File: src/logic/ssw_pkg.sv
// Purpose: shared constants and state codes of the sync SRAM front end
// Assumes: one clock, synchronous active-high reset, all inputs synchronous to clk
// Notes:   the counter is instantiated once by ssw_ctrl
`default_nettype none

package ssw_pkg;
    // ------------------------------------------------------------
    // widths
    // ------------------------------------------------------------
    localparam int ADDR_W  = 20;
    localparam int HIGH_W  = 18;
    localparam int BURST_W = 2;
    localparam int LANES   = 4;

    // ------------------------------------------------------------
    // values after reset and fixed codes
    // ------------------------------------------------------------
    localparam logic [HIGH_W-1:0]  HIGH_RST   = 18'h00000;
    localparam logic [BURST_W-1:0] BURST_RST  = 2'h0;
    localparam logic [BURST_W-1:0] BURST_STEP = 2'h1;
    localparam logic [LANES-1:0]   LANES_NONE = 4'h0;
    localparam logic [LANES-1:0]   LANES_ALL  = 4'hf;

    typedef enum logic {
        ST_DESEL,
        ST_ACTIVE
    } ssw_state_e;
endpackage

`default_nettype wire

File: src/logic/ssw_burst_ctr.sv
// Purpose: two-bit burst address counter, linear or interleaved order
// Assumes: load has priority over advance
// Notes:   burst_addr_q is the current low address pair
`timescale 1ns/1ps
`default_nettype none

module ssw_burst_ctr (
    input  wire logic                        clk,
    input  wire logic                        srst,
    input  wire logic                        load,
    input  wire logic                        advance,
    input  wire logic                        interleave,
    input  wire logic [ssw_pkg::BURST_W-1:0] base,
    output logic      [ssw_pkg::BURST_W-1:0] burst_addr_q
);
    logic [ssw_pkg::BURST_W-1:0] base_q;
    logic [ssw_pkg::BURST_W-1:0] cnt_q;
    logic [ssw_pkg::BURST_W-1:0] cnt_nx;

    assign cnt_nx = cnt_q + ssw_pkg::BURST_STEP;

    // ------------------------------------------------------------
    // counter and address
    // ------------------------------------------------------------
    // load takes the base pair, advance steps in the selected order
    always_ff @(posedge clk) begin
        if (srst) begin
            base_q       <= ssw_pkg::BURST_RST;
            cnt_q        <= ssw_pkg::BURST_RST;
            burst_addr_q <= ssw_pkg::BURST_RST;
        end else if (load) begin
            base_q       <= base;
            cnt_q        <= ssw_pkg::BURST_RST;
            burst_addr_q <= base;
        end else if (advance) begin
            cnt_q <= cnt_nx;
            if (interleave) begin
                burst_addr_q <= base_q ^ cnt_nx;
            end else begin
                burst_addr_q <= base_q + cnt_nx; // wraps within the pair
            end
        end
    end
endmodule

`default_nettype wire

File: src/logic/ssw_ctrl.sv
// Purpose: input capture and write control of a flow-through burst SRAM
// Assumes: all inputs synchronous to clk; srst synchronous active high
// Notes:   all outputs registered; they show the cycle sampled at the last edge
`timescale 1ns/1ps
`default_nettype none

module ssw_ctrl (
    input  wire logic                       clk,
    input  wire logic                       srst,
    input  wire logic [ssw_pkg::HIGH_W-1:0] addr_high,
    input  wire logic                       burst_base_bit0,
    input  wire logic                       burst_base_bit1,
    input  wire logic                       primary_select_n,
    input  wire logic                       depth_select_high,
    input  wire logic                       depth_select_low_n,
    input  wire logic                       processor_addr_strobe_n,
    input  wire logic                       controller_addr_strobe_n,
    input  wire logic                       burst_advance_n,
    input  wire logic                       lane_a_write_select_n,
    input  wire logic                       lane_b_write_select_n,
    input  wire logic                       lane_c_write_select_n,
    input  wire logic                       lane_d_write_select_n,
    input  wire logic                       lane_write_qualifier_n,
    input  wire logic                       all_lanes_write_n,
    input  wire logic                       interleave_mode,
    output logic      [ssw_pkg::HIGH_W-1:0] addr_high_q,
    output logic      [ssw_pkg::BURST_W-1:0] burst_addr_q,
    output logic                            access_valid_q,
    output logic                            read_q,
    output logic      [ssw_pkg::LANES-1:0]  write_lanes_q,
    output logic                            data_float_q
);
    ssw_pkg::ssw_state_e state_q;
    ssw_pkg::ssw_state_e state_d;

    logic                      sel_ok;
    logic                      p_start;
    logic                      c_start;
    logic                      strobe;
    logic                      load;
    logic                      desel;
    logic                      burst_advance;
    logic                      active;
    logic                      access;
    logic [ssw_pkg::LANES-1:0] lanes_req;

    // ------------------------------------------------------------
    // strobe and select decode
    // ------------------------------------------------------------
    // selects only matter when a strobe asks for a new address
    assign sel_ok  = !primary_select_n && depth_select_high && !depth_select_low_n;
    assign p_start = !processor_addr_strobe_n && !primary_select_n;
    assign c_start = !controller_addr_strobe_n && !p_start;
    assign strobe  = p_start || c_start;
    assign load    = strobe && sel_ok;
    assign desel   = strobe && !sel_ok;
    assign active  = (state_q == ssw_pkg::ST_ACTIVE);
    assign burst_advance     = !strobe && active && !burst_advance_n;
    assign access  = load || (!strobe && active);

    // lane write request: all-lanes write overrides the qualified selects
    always_comb begin
        if (!all_lanes_write_n) begin
            lanes_req = ssw_pkg::LANES_ALL;
        end else if (!lane_write_qualifier_n) begin
            lanes_req = ~{lane_d_write_select_n, lane_c_write_select_n,
                          lane_b_write_select_n, lane_a_write_select_n};
        end else begin
            lanes_req = ssw_pkg::LANES_NONE;
        end
    end

    // ------------------------------------------------------------
    // selection state
    // ------------------------------------------------------------
    // a deselecting strobe ends the burst; no strobe keeps the state
    always_comb begin
        case (state_q)
            ssw_pkg::ST_DESEL: begin
                state_d = load ? ssw_pkg::ST_ACTIVE : ssw_pkg::ST_DESEL;
            end
            ssw_pkg::ST_ACTIVE: begin
                state_d = desel ? ssw_pkg::ST_DESEL : ssw_pkg::ST_ACTIVE;
            end
            default: begin
                state_d = ssw_pkg::ST_DESEL;
            end
        endcase
    end

    always_ff @(posedge clk) begin
        if (srst) begin
            state_q <= ssw_pkg::ST_DESEL;
        end else begin
            state_q <= state_d;
        end
    end

    // ------------------------------------------------------------
    // address capture
    // ------------------------------------------------------------
    // upper address held through the burst
    always_ff @(posedge clk) begin
        if (srst) begin
            addr_high_q <= ssw_pkg::HIGH_RST;
        end else if (load) begin
            addr_high_q <= addr_high;
        end
    end

    ssw_burst_ctr u_burst (
        .clk          (clk),
        .srst         (srst),
        .load         (load),
        .advance      (burst_advance),
        .interleave   (interleave_mode),
        .base         ({burst_base_bit1, burst_base_bit0}),
        .burst_addr_q (burst_addr_q)
    );

    // ------------------------------------------------------------
    // access, write and float outputs
    // ------------------------------------------------------------
    // per-cycle access type for the array
    always_ff @(posedge clk) begin
        if (srst) begin
            access_valid_q <= 1'b0;
            read_q         <= 1'b0;
            write_lanes_q  <= ssw_pkg::LANES_NONE;
        end else begin
            access_valid_q <= access;
            read_q         <= access && (lanes_req == ssw_pkg::LANES_NONE);
            write_lanes_q  <= access ? lanes_req : ssw_pkg::LANES_NONE;
        end
    end

    // data pins float on writes, on leaving deselect and while deselected
    always_ff @(posedge clk) begin
        if (srst) begin
            data_float_q <= 1'b1;
        end else begin
            data_float_q <= (state_d == ssw_pkg::ST_DESEL)
                         || (access && (lanes_req != ssw_pkg::LANES_NONE))
                         || (load && !active);
        end
    end

    // ------------------------------------------------------------
    // check helpers
    // ------------------------------------------------------------
    // burst base and step count kept apart from the counter, so order checks survive mode changes
    logic [ssw_pkg::BURST_W-1:0] chk_base_q;
    logic [ssw_pkg::BURST_W-1:0] chk_step_q;

    // reloads on every address load, counts each accepted advance
    always_ff @(posedge clk) begin
        if (srst) begin
            chk_base_q <= ssw_pkg::BURST_RST;
            chk_step_q <= ssw_pkg::BURST_RST;
        end else if (load) begin
            chk_base_q <= {burst_base_bit1, burst_base_bit0};
            chk_step_q <= ssw_pkg::BURST_RST;
        end else if (burst_advance) begin
            chk_step_q <= chk_step_q + ssw_pkg::BURST_STEP;
        end
    end
endmodule

`default_nettype wire

File: config.mk
export PLATFORM = sky130hd
export DESIGN_NAME = ssw_ctrl
export DESIGN_NICKNAME = d
export VERILOG_FILES = /design/src/logic/ssw_pkg.sv /design/src/logic/ssw_burst_ctr.sv /design/src/logic/ssw_ctrl.sv
export SDC_FILE = /design/constraint.sdc
export NUM_CORES = 1
export LEC_CHECK = 0
export BUFFER_PORTS_ARGS = -buffer_cell sky130_fd_sc_hd__buf_2
export CORE_UTILIZATION = 47
export CTS_CLUSTER_DIAMETER = 200
export DETAILED_ROUTE_END_ITERATION = 12
export PLACE_DENSITY = 0.81
export SKIP_CTS_REPAIR_TIMING = 1
export SYNTH_ARGS = -nofsm -noshare
export SYNTH_HDL_FRONTEND = slang
export SYNTH_SLANG_ARGS = --single-unit
File: constraint.sdc
create_clock -name clk -period 2.9 [get_ports clk]
set_input_delay 0.29 -clock clk [delete_from_list [all_inputs] [get_ports clk]]
set_output_delay 0.29 -clock clk [all_outputs]
set_load 0.05 [all_outputs]
==> results.sh, run 1 <==
export IMPL_cts_buffers=5
export IMPL_end_kind="register"
export IMPL_syn_area_per_cell_sq_um=9.157
export IMPL_drtAntennaViolNets=0
export IMPL_cp_cell_sequence="inv_1, ha_1, nor2b_4, xnor3_1, o311ai_1, a21oi_1"
export IMPL_synth_cells=132
export IMPL_r2r_start="u_burst.cnt_q[0]"
export IMPL_synth_cell_types=26
export IMPL_yosys_cell_count_top_type="nand2_1"
export IMPL_yosys_top_cells_count="nand2_1 (41), dfxtp_1 (31), a21oi_1 (19)"
export IMPL_ios=62
export IMPL_area_growth_pct=30.43
export IMPL_p_int_uw=616.3
export IMPL_slowest_stage="dfxtp_1"
export IMPL_min_period_ps=1558
export IMPL_path_max_fanout=3
export IMPL_ir_drop_mv=0.3840
export IMPL_ys_ff_latch=31
export IMPL_timing_final_crit_share_pct=53.73
export IMPL_drive_above_1_share_pct=39.69
export IMPL_cp_data_required_time_ps=3100
export IMPL_ys_flop_type="dfxtp_1"
export IMPL_setup_tns_final_ps=0
export IMPL_synthArstFlopShare_pct=0
export IMPL_rsz0062_at_grt="false"
export IMPL_status="completed"
export IMPL_antenna_found_initial=0
export IMPL_fin_nets=229
export IMPL_synth_top_area_share_pct=51.35
export IMPL_track_usage_pct=20.28
export IMPL_pwr_share_clk_pct=33.6
export IMPL_clock_path_buffers=2
export IMPL_netlist_area_sq_mm=0.001209
export IMPL_placed_area_sq_mm=0.001508
export IMPL_grt_max_degree=26
export IMPL_hold_path_class="primary input to register"
export IMPL_start_util_pct=49.24
export IMPL_routed_wl_mm=2.524
export IMPL_grt_pass1_vias=969
export IMPL_seqPwrFrac_pct=53.0
export IMPL_finClkSkew_ps=5.652
export IMPL_clk_pin_slew_ps=90
export IMPL_sw_frac_of_total_pct=26.07
export IMPL_maxSlewViolCount=0
export IMPL_routed_via_count=1124
export IMPL_maxCapViolations=0
export IMPL_row_count=18
export IMPL_crit_family="flip-flops"
export IMPL_wl_per_cell_microns=11.27
export IMPL_crit_buf_inv=1
export IMPL_dieArea_sq_mm=0.002778
export IMPL_slew_headroom_pct=66.71
export IMPL_power_switching_uw=217.3
export IMPL_fmax_ghz=0.6417
export IMPL_postLayoutCellArea_sq_mm=0.001577
export IMPL_critical_path_max_stage_delay_ps=390
export IMPL_first_pass_iters=5
export IMPL_tritoncts="yes"
export IMPL_setup_violations=0
export IMPL_syn_num_nets=168
export IMPL_yosys_warnings=0
export IMPL_min_from="all_lanes_write_n"
export IMPL_grt_overflow=0
export IMPL_antenna_cells=0
export IMPL_vias_per_cell=5.018
export IMPL_dp_hpwl_mm=1.878
export IMPL_gp_congestion=0.6647
export IMPL_setup_worst_path_start_class="register"
export IMPL_drc=0
export IMPL_finalHoldViolations=0
export IMPL_place_port_buffers=61
export IMPL_p_leak_nw=0.7161
export IMPL_p_per_area_mw_per_mm2=528.7
export IMPL_seq_area_frac_synth_pct=51.35
export IMPL_synth_area_leaders="dfxtp_1 (51%), nand2_1 (13%), a21oi_1 (7.9%)"
export IMPL_clock_sinks=31
export IMPL_p_comb_share_pct=13.4
export IMPL_cts_root_buffer="clkbuf_4"
export IMPL_crit_type="register to register"
export IMPL_worst_slew_pin_transition_ps=499.3
export IMPL_drt_iter0_markers=8
export IMPL_core_area_sq_mm=0.002455
export IMPL_startpoint="u_burst.cnt_q[0]"
export IMPL_grt_first_pass_wirelength_mm=3.898
export IMPL_synth_edff_count=0
export IMPL_synth_top_cell_by_area="dfxtp_1"
export IMPL_dieWidth_microns=52.71
export IMPL_arrival_ps=1750
export IMPL_h_tree_depth=2
export IMPL_fp_dieH_microns=52.71
export IMPL_clk_latency_ps=320
routing by layer:
layer	vias up	share of wire, %	GRT usage, %	wire length, microns
li1	564	-	-	-
met4	0	2.1	11.84	53
met2	42	50	36.92	1269
met1	511	40	19.18	1011
met3	7	7.5	7.246	190
met5	-	0	0	0
metrics by stage:
step / util, % / hold WS [ps] / total power [mW] / instances / worst slack, ps
global route: 64.22 / 177.4 / 0.8713 / 224 / 1243
detailed placement: 61.42 / 443.7 / 0.5643 / 216 / 1348
finish: 64.22 / 189.2 / 0.8336 / 224 / 1342
CTS: 64.22 / 182.3 / 0.8393 / 224 / 1327
floorplan: - / 370.8 / 0.5232 / 132 / 1427
global placement: 61.42 / 438.9 / 0.5608 / 216 / 1398
worst register-to-register path, stage by stage, from the launching register on:
cell and delay, ps:
dfxtp_1 390, inv_1 80, ha_1 190, nor2b_4 120, xnor3_1 310, o311ai_1 240, a21oi_1 100
flip-flops by register name, summed over array words and instances, names as in the netlist:
name and count:
write_lanes_q 4, read_q 1, data_float_q 1, active 1, u_burst.burst_addr_q 2, addr_high_q 18, u_burst.base_q 2, u_burst.cnt_q 2
final cells by class:
class / instances / area [sq um]
inverters: 1 / 3.754
multi-input cells: 93 / 540.5
fillers: 227 / 878.3
clock buffers: 8 / 68.82
repair buffers: 61 / 305.3
flip-flops and latches: 31 / 620.6
well taps: 30 / 37.54
power groups by stage:
stage	registers, mW	logic, mW	clock network [mW]
floorplan	0.488	0.0353	0
global placement	0.451	0.109	0
detailed placement	0.452	0.112	0
CTS	0.442	0.112	0.285
global route	0.444	0.120	0.307
finish	0.442	0.111	0.280
cell families (layout without fill, tap and decap cells):
family | count (synthesis) | in the layout | share of synthesized area (%)
and+or+nand+nor | 54 | 54 | 21.01
AOI/OAI and AO/OA | 34 | 34 | 18.63
DFF | 31 | 31 | 51.35
buffers and inverters | 8 | 70 | 3.933
xor gates and xnor gates | 4 | 4 | 4.038
adders and majority gates | 1 | 1 | 1.035
cells in the final DEF, fill, tap and decap left out:
master and n:
nand3b_4 1, a311oi_2 1, xnor3_1 1, dfxtp_1 31
inv_1 1, and3_1 1, o21ai_0 5, a21oi_4 1
nor3_1 3, xnor2_1 3, nor2_1 2, and2_1 4
ha_1 1, clkbuf_1 1, a21oi_2 3, o2111ai_1 1
a41o_1 1, clkbuf_8 2, clkbuf_4 5, o21bai_1 1
and3b_4 1, o211ai_2 1, nand2_1 41, o311ai_1 1
a21oi_1 19, nor2b_4 1, buf_2 61
worst paths after layout:
path | end | slack, ps | cells after the start
min reg2reg | addr_high_q[15] | 460 | 2
max reg2reg | u_burst.burst_addr_q[1] | 1340 | 6
min | data_float_q | 190 | 2
max | u_burst.burst_addr_q[1] | 1340 | 6
Note: power is estimated with default switching activity, not from simulation.
==> inputs of run 2 (changes only) <==
--- a/config.mk
+++ b/config.mk
@@ -6,10 +6,10 @@
 export NUM_CORES = 1
 export LEC_CHECK = 0
 export BUFFER_PORTS_ARGS = -buffer_cell sky130_fd_sc_hd__buf_2
-export CORE_UTILIZATION = 47
+export CORE_UTILIZATION = 44
 export CTS_CLUSTER_DIAMETER = 200
 export DETAILED_ROUTE_END_ITERATION = 12
-export PLACE_DENSITY = 0.81
+export PLACE_DENSITY = 0.77
 export SKIP_CTS_REPAIR_TIMING = 1
 export SYNTH_ARGS = -nofsm -noshare
 export SYNTH_HDL_FRONTEND = slang
==> constraint.sdc (replaced) <==
create_clock -name clk -period 1.6 [get_ports clk]
set_input_delay 0.16 -clock clk [delete_from_list [all_inputs] [get_ports clk]]
set_output_delay 0.16 -clock clk [all_outputs]
set_load 0.05 [all_outputs]
==> results.sh, run 2 (synthesis gave the netlist of run 1 again) <==
export IMPL_routed_via_count=1121
export IMPL_grt_pass1_vias=956
export IMPL_ir_drop_mv=0.7269
export IMPL_start_util_pct=47.49
export IMPL_clk_pin_slew_ps=90
export IMPL_row_count=18
export IMPL_antenna_found_initial=0
export IMPL_gr_max_usage_layer="met2"
export IMPL_area_growth_pct=32.30
export IMPL_slowest_stage="xnor3_1"
export IMPL_r2r_cells=6
export IMPL_clk_latency_ps=320
export IMPL_drt_iter0_markers=8
export IMPL_top_register="addr_high_q"
export IMPL_crit_buf_inv=1
export IMPL_grtUsageMet1_pct=19.59
export IMPL_finClkSkew_ps=5.567
export IMPL_clock_sinks=31
export IMPL_ios=62
export IMPL_drtAntennaViolNets=0
export IMPL_slew_headroom_pct=74.36
export IMPL_clock_path_buffers=2
export IMPL_cts_root_buffer="clkbuf_4"
export IMPL_end_kind="register"
export IMPL_wl_per_cell_microns=11.50
export IMPL_hold_path_class="primary input to register"
export IMPL_drc=0
export IMPL_postLayoutCellArea_sq_mm=0.001599
export IMPL_maxCapViolations=0
export IMPL_p_leak_nw=0.7268
export IMPL_p_total_mw=1.509
export IMPL_mostFrequentLayoutCells="buf_2 (61), nand2_1 (41), dfxtp_1 (31), a21oi_1 (19)"
export IMPL_gp_congestion=0.7715
export IMPL_finalHoldViolations=0
export IMPL_antenna_cells=0
export IMPL_use_met3_pct=9.444
export IMPL_tritoncts="yes"
export IMPL_fmax_ghz=0.6684
export IMPL_setup_worst_path_start_class="register"
export IMPL_place_port_buffers=61
export IMPL_grt_first_pass_wirelength_mm=3.939
export IMPL_largest_register_ffs=18
export IMPL_dp_hpwl_mm=1.970
export IMPL_status="completed"
export IMPL_timing_final_crit_share_pct=93.51
export IMPL_hold_depth=2
export IMPL_core_area_sq_mm=0.002545
export IMPL_rsz0062_at_grt="false"
export IMPL_dieWidth_microns=54.41
export IMPL_p_per_area_mw_per_mm2=943.8
export IMPL_first_pass_iters=4
export IMPL_crit_type="register to register"
export IMPL_grt_util_met2_pct=34.35
export IMPL_track_usage_pct=19.52
export IMPL_path_depth=6
export IMPL_routed_wl_mm=2.600
export IMPL_fp_dieH_microns=54.41
export IMPL_cts_buffers=5
export IMPL_dieArea_sq_mm=0.002960
export IMPL_top_regs="addr_high_q x18, write_lanes_q x4"
export IMPL_setup_violations=0
export IMPL_min_period_ps=1496
export IMPL_drive_above_1_share_pct=40.82
export IMPL_grt_overflow=0
export IMPL_worst_slew_pin_transition_ps=383.5
export IMPL_arrival_ps=1700
export IMPL_layout_commonest_cell="buf_2"
export IMPL_h_tree_depth=2
export IMPL_cp_cell_sequence="inv_1, ha_1, nor2b_4, xnor3_1, o311ai_2, a21oi_1"
export IMPL_cp_data_required_time_ps=1810
export IMPL_crit_family="compound AO/OA/AOI/OAI gates"
export IMPL_fin_nets=231
export IMPL_critical_path_max_stage_delay_ps=340
export IMPL_grt_max_degree=26
export IMPL_path_max_fanout=2
export IMPL_maxSlewViolCount=0
export IMPL_setup_tns_final_ps=0
export IMPL_placed_area_sq_mm=0.001523
export IMPL_vias_per_cell=4.960
run 2: cell count changes in the layout (fill, tap and decap cells not counted), sizes merged:
cell / previous run / this run
buf: 61 / 63
run 2: area by class of cell:
class / count / area [sq um]
inverters: 1 / 3.754
fillers: 228 / 945.9
multi-input cells: 93 / 548.0
flip-flops and latches: 31 / 620.6
repair buffers: 63 / 320.3
clock buffers: 8 / 68.82
well taps: 30 / 37.54
run 2: path summary, 6_finish.rpt:
kind,startpoint,end,slack (ps)
worst max register to register,u_burst.cnt_q[0],u_burst.burst_addr_q[1],100
worst min register to register,addr_high_q[1],addr_high_q[1],460
worst max-delay path,u_burst.cnt_q[0],u_burst.burst_addr_q[1],100
worst min-delay path,all_lanes_write_n,data_float_q,60
run 2: worst reg2reg max path: cells and delay by family (launching register included):
family | cells | cell delay, ps
compound gates | 2 | 350
xor+xnor | 1 | 340
flops | 1 | 330
fa+ha+maj | 1 | 180
simple gates | 1 | 120
buf+inv | 1 | 60
run 2: stage by stage:
step | setup slack, ps | cells | utilization [%] | hold slack, ps
6_report | 103.9 | 226 | 62.83 | 60.33
5_1_grt | 37.20 | 226 | 62.83 | 37.85
4_1_cts | 67.68 | 226 | 62.54 | 53.74
3_5_place_dp | 86.69 | 218 | 59.83 | 399.0
3_3_place_gp | 179.3 | 218 | 59.83 | 390.4
2_1_floorplan | 127.4 | 132 | - | 240.8
run 2: layer usage:
| layer | vias to the layer above | routed length [microns] |
|---|---|---|
| met1 | 504 | 1012 |
| met3 | 5 | 208 |
| met4 | 0 | 23 |
| li1 | 569 | - |
| met5 | - | 0 |
| met2 | 43 | 1355 |
run 2: power by group:
| group | switching, mW | internal (mW) | total [mW] | leakage, nW |
|---|---|---|---|---|
| logic | 0.136 | 0.0697 | 0.206 | 0.437 |
| clock network | 0.244 | 0.258 | 0.503 | 0.0386 |
| registers | 0.00897 | 0.791 | 0.800 | 0.251 |
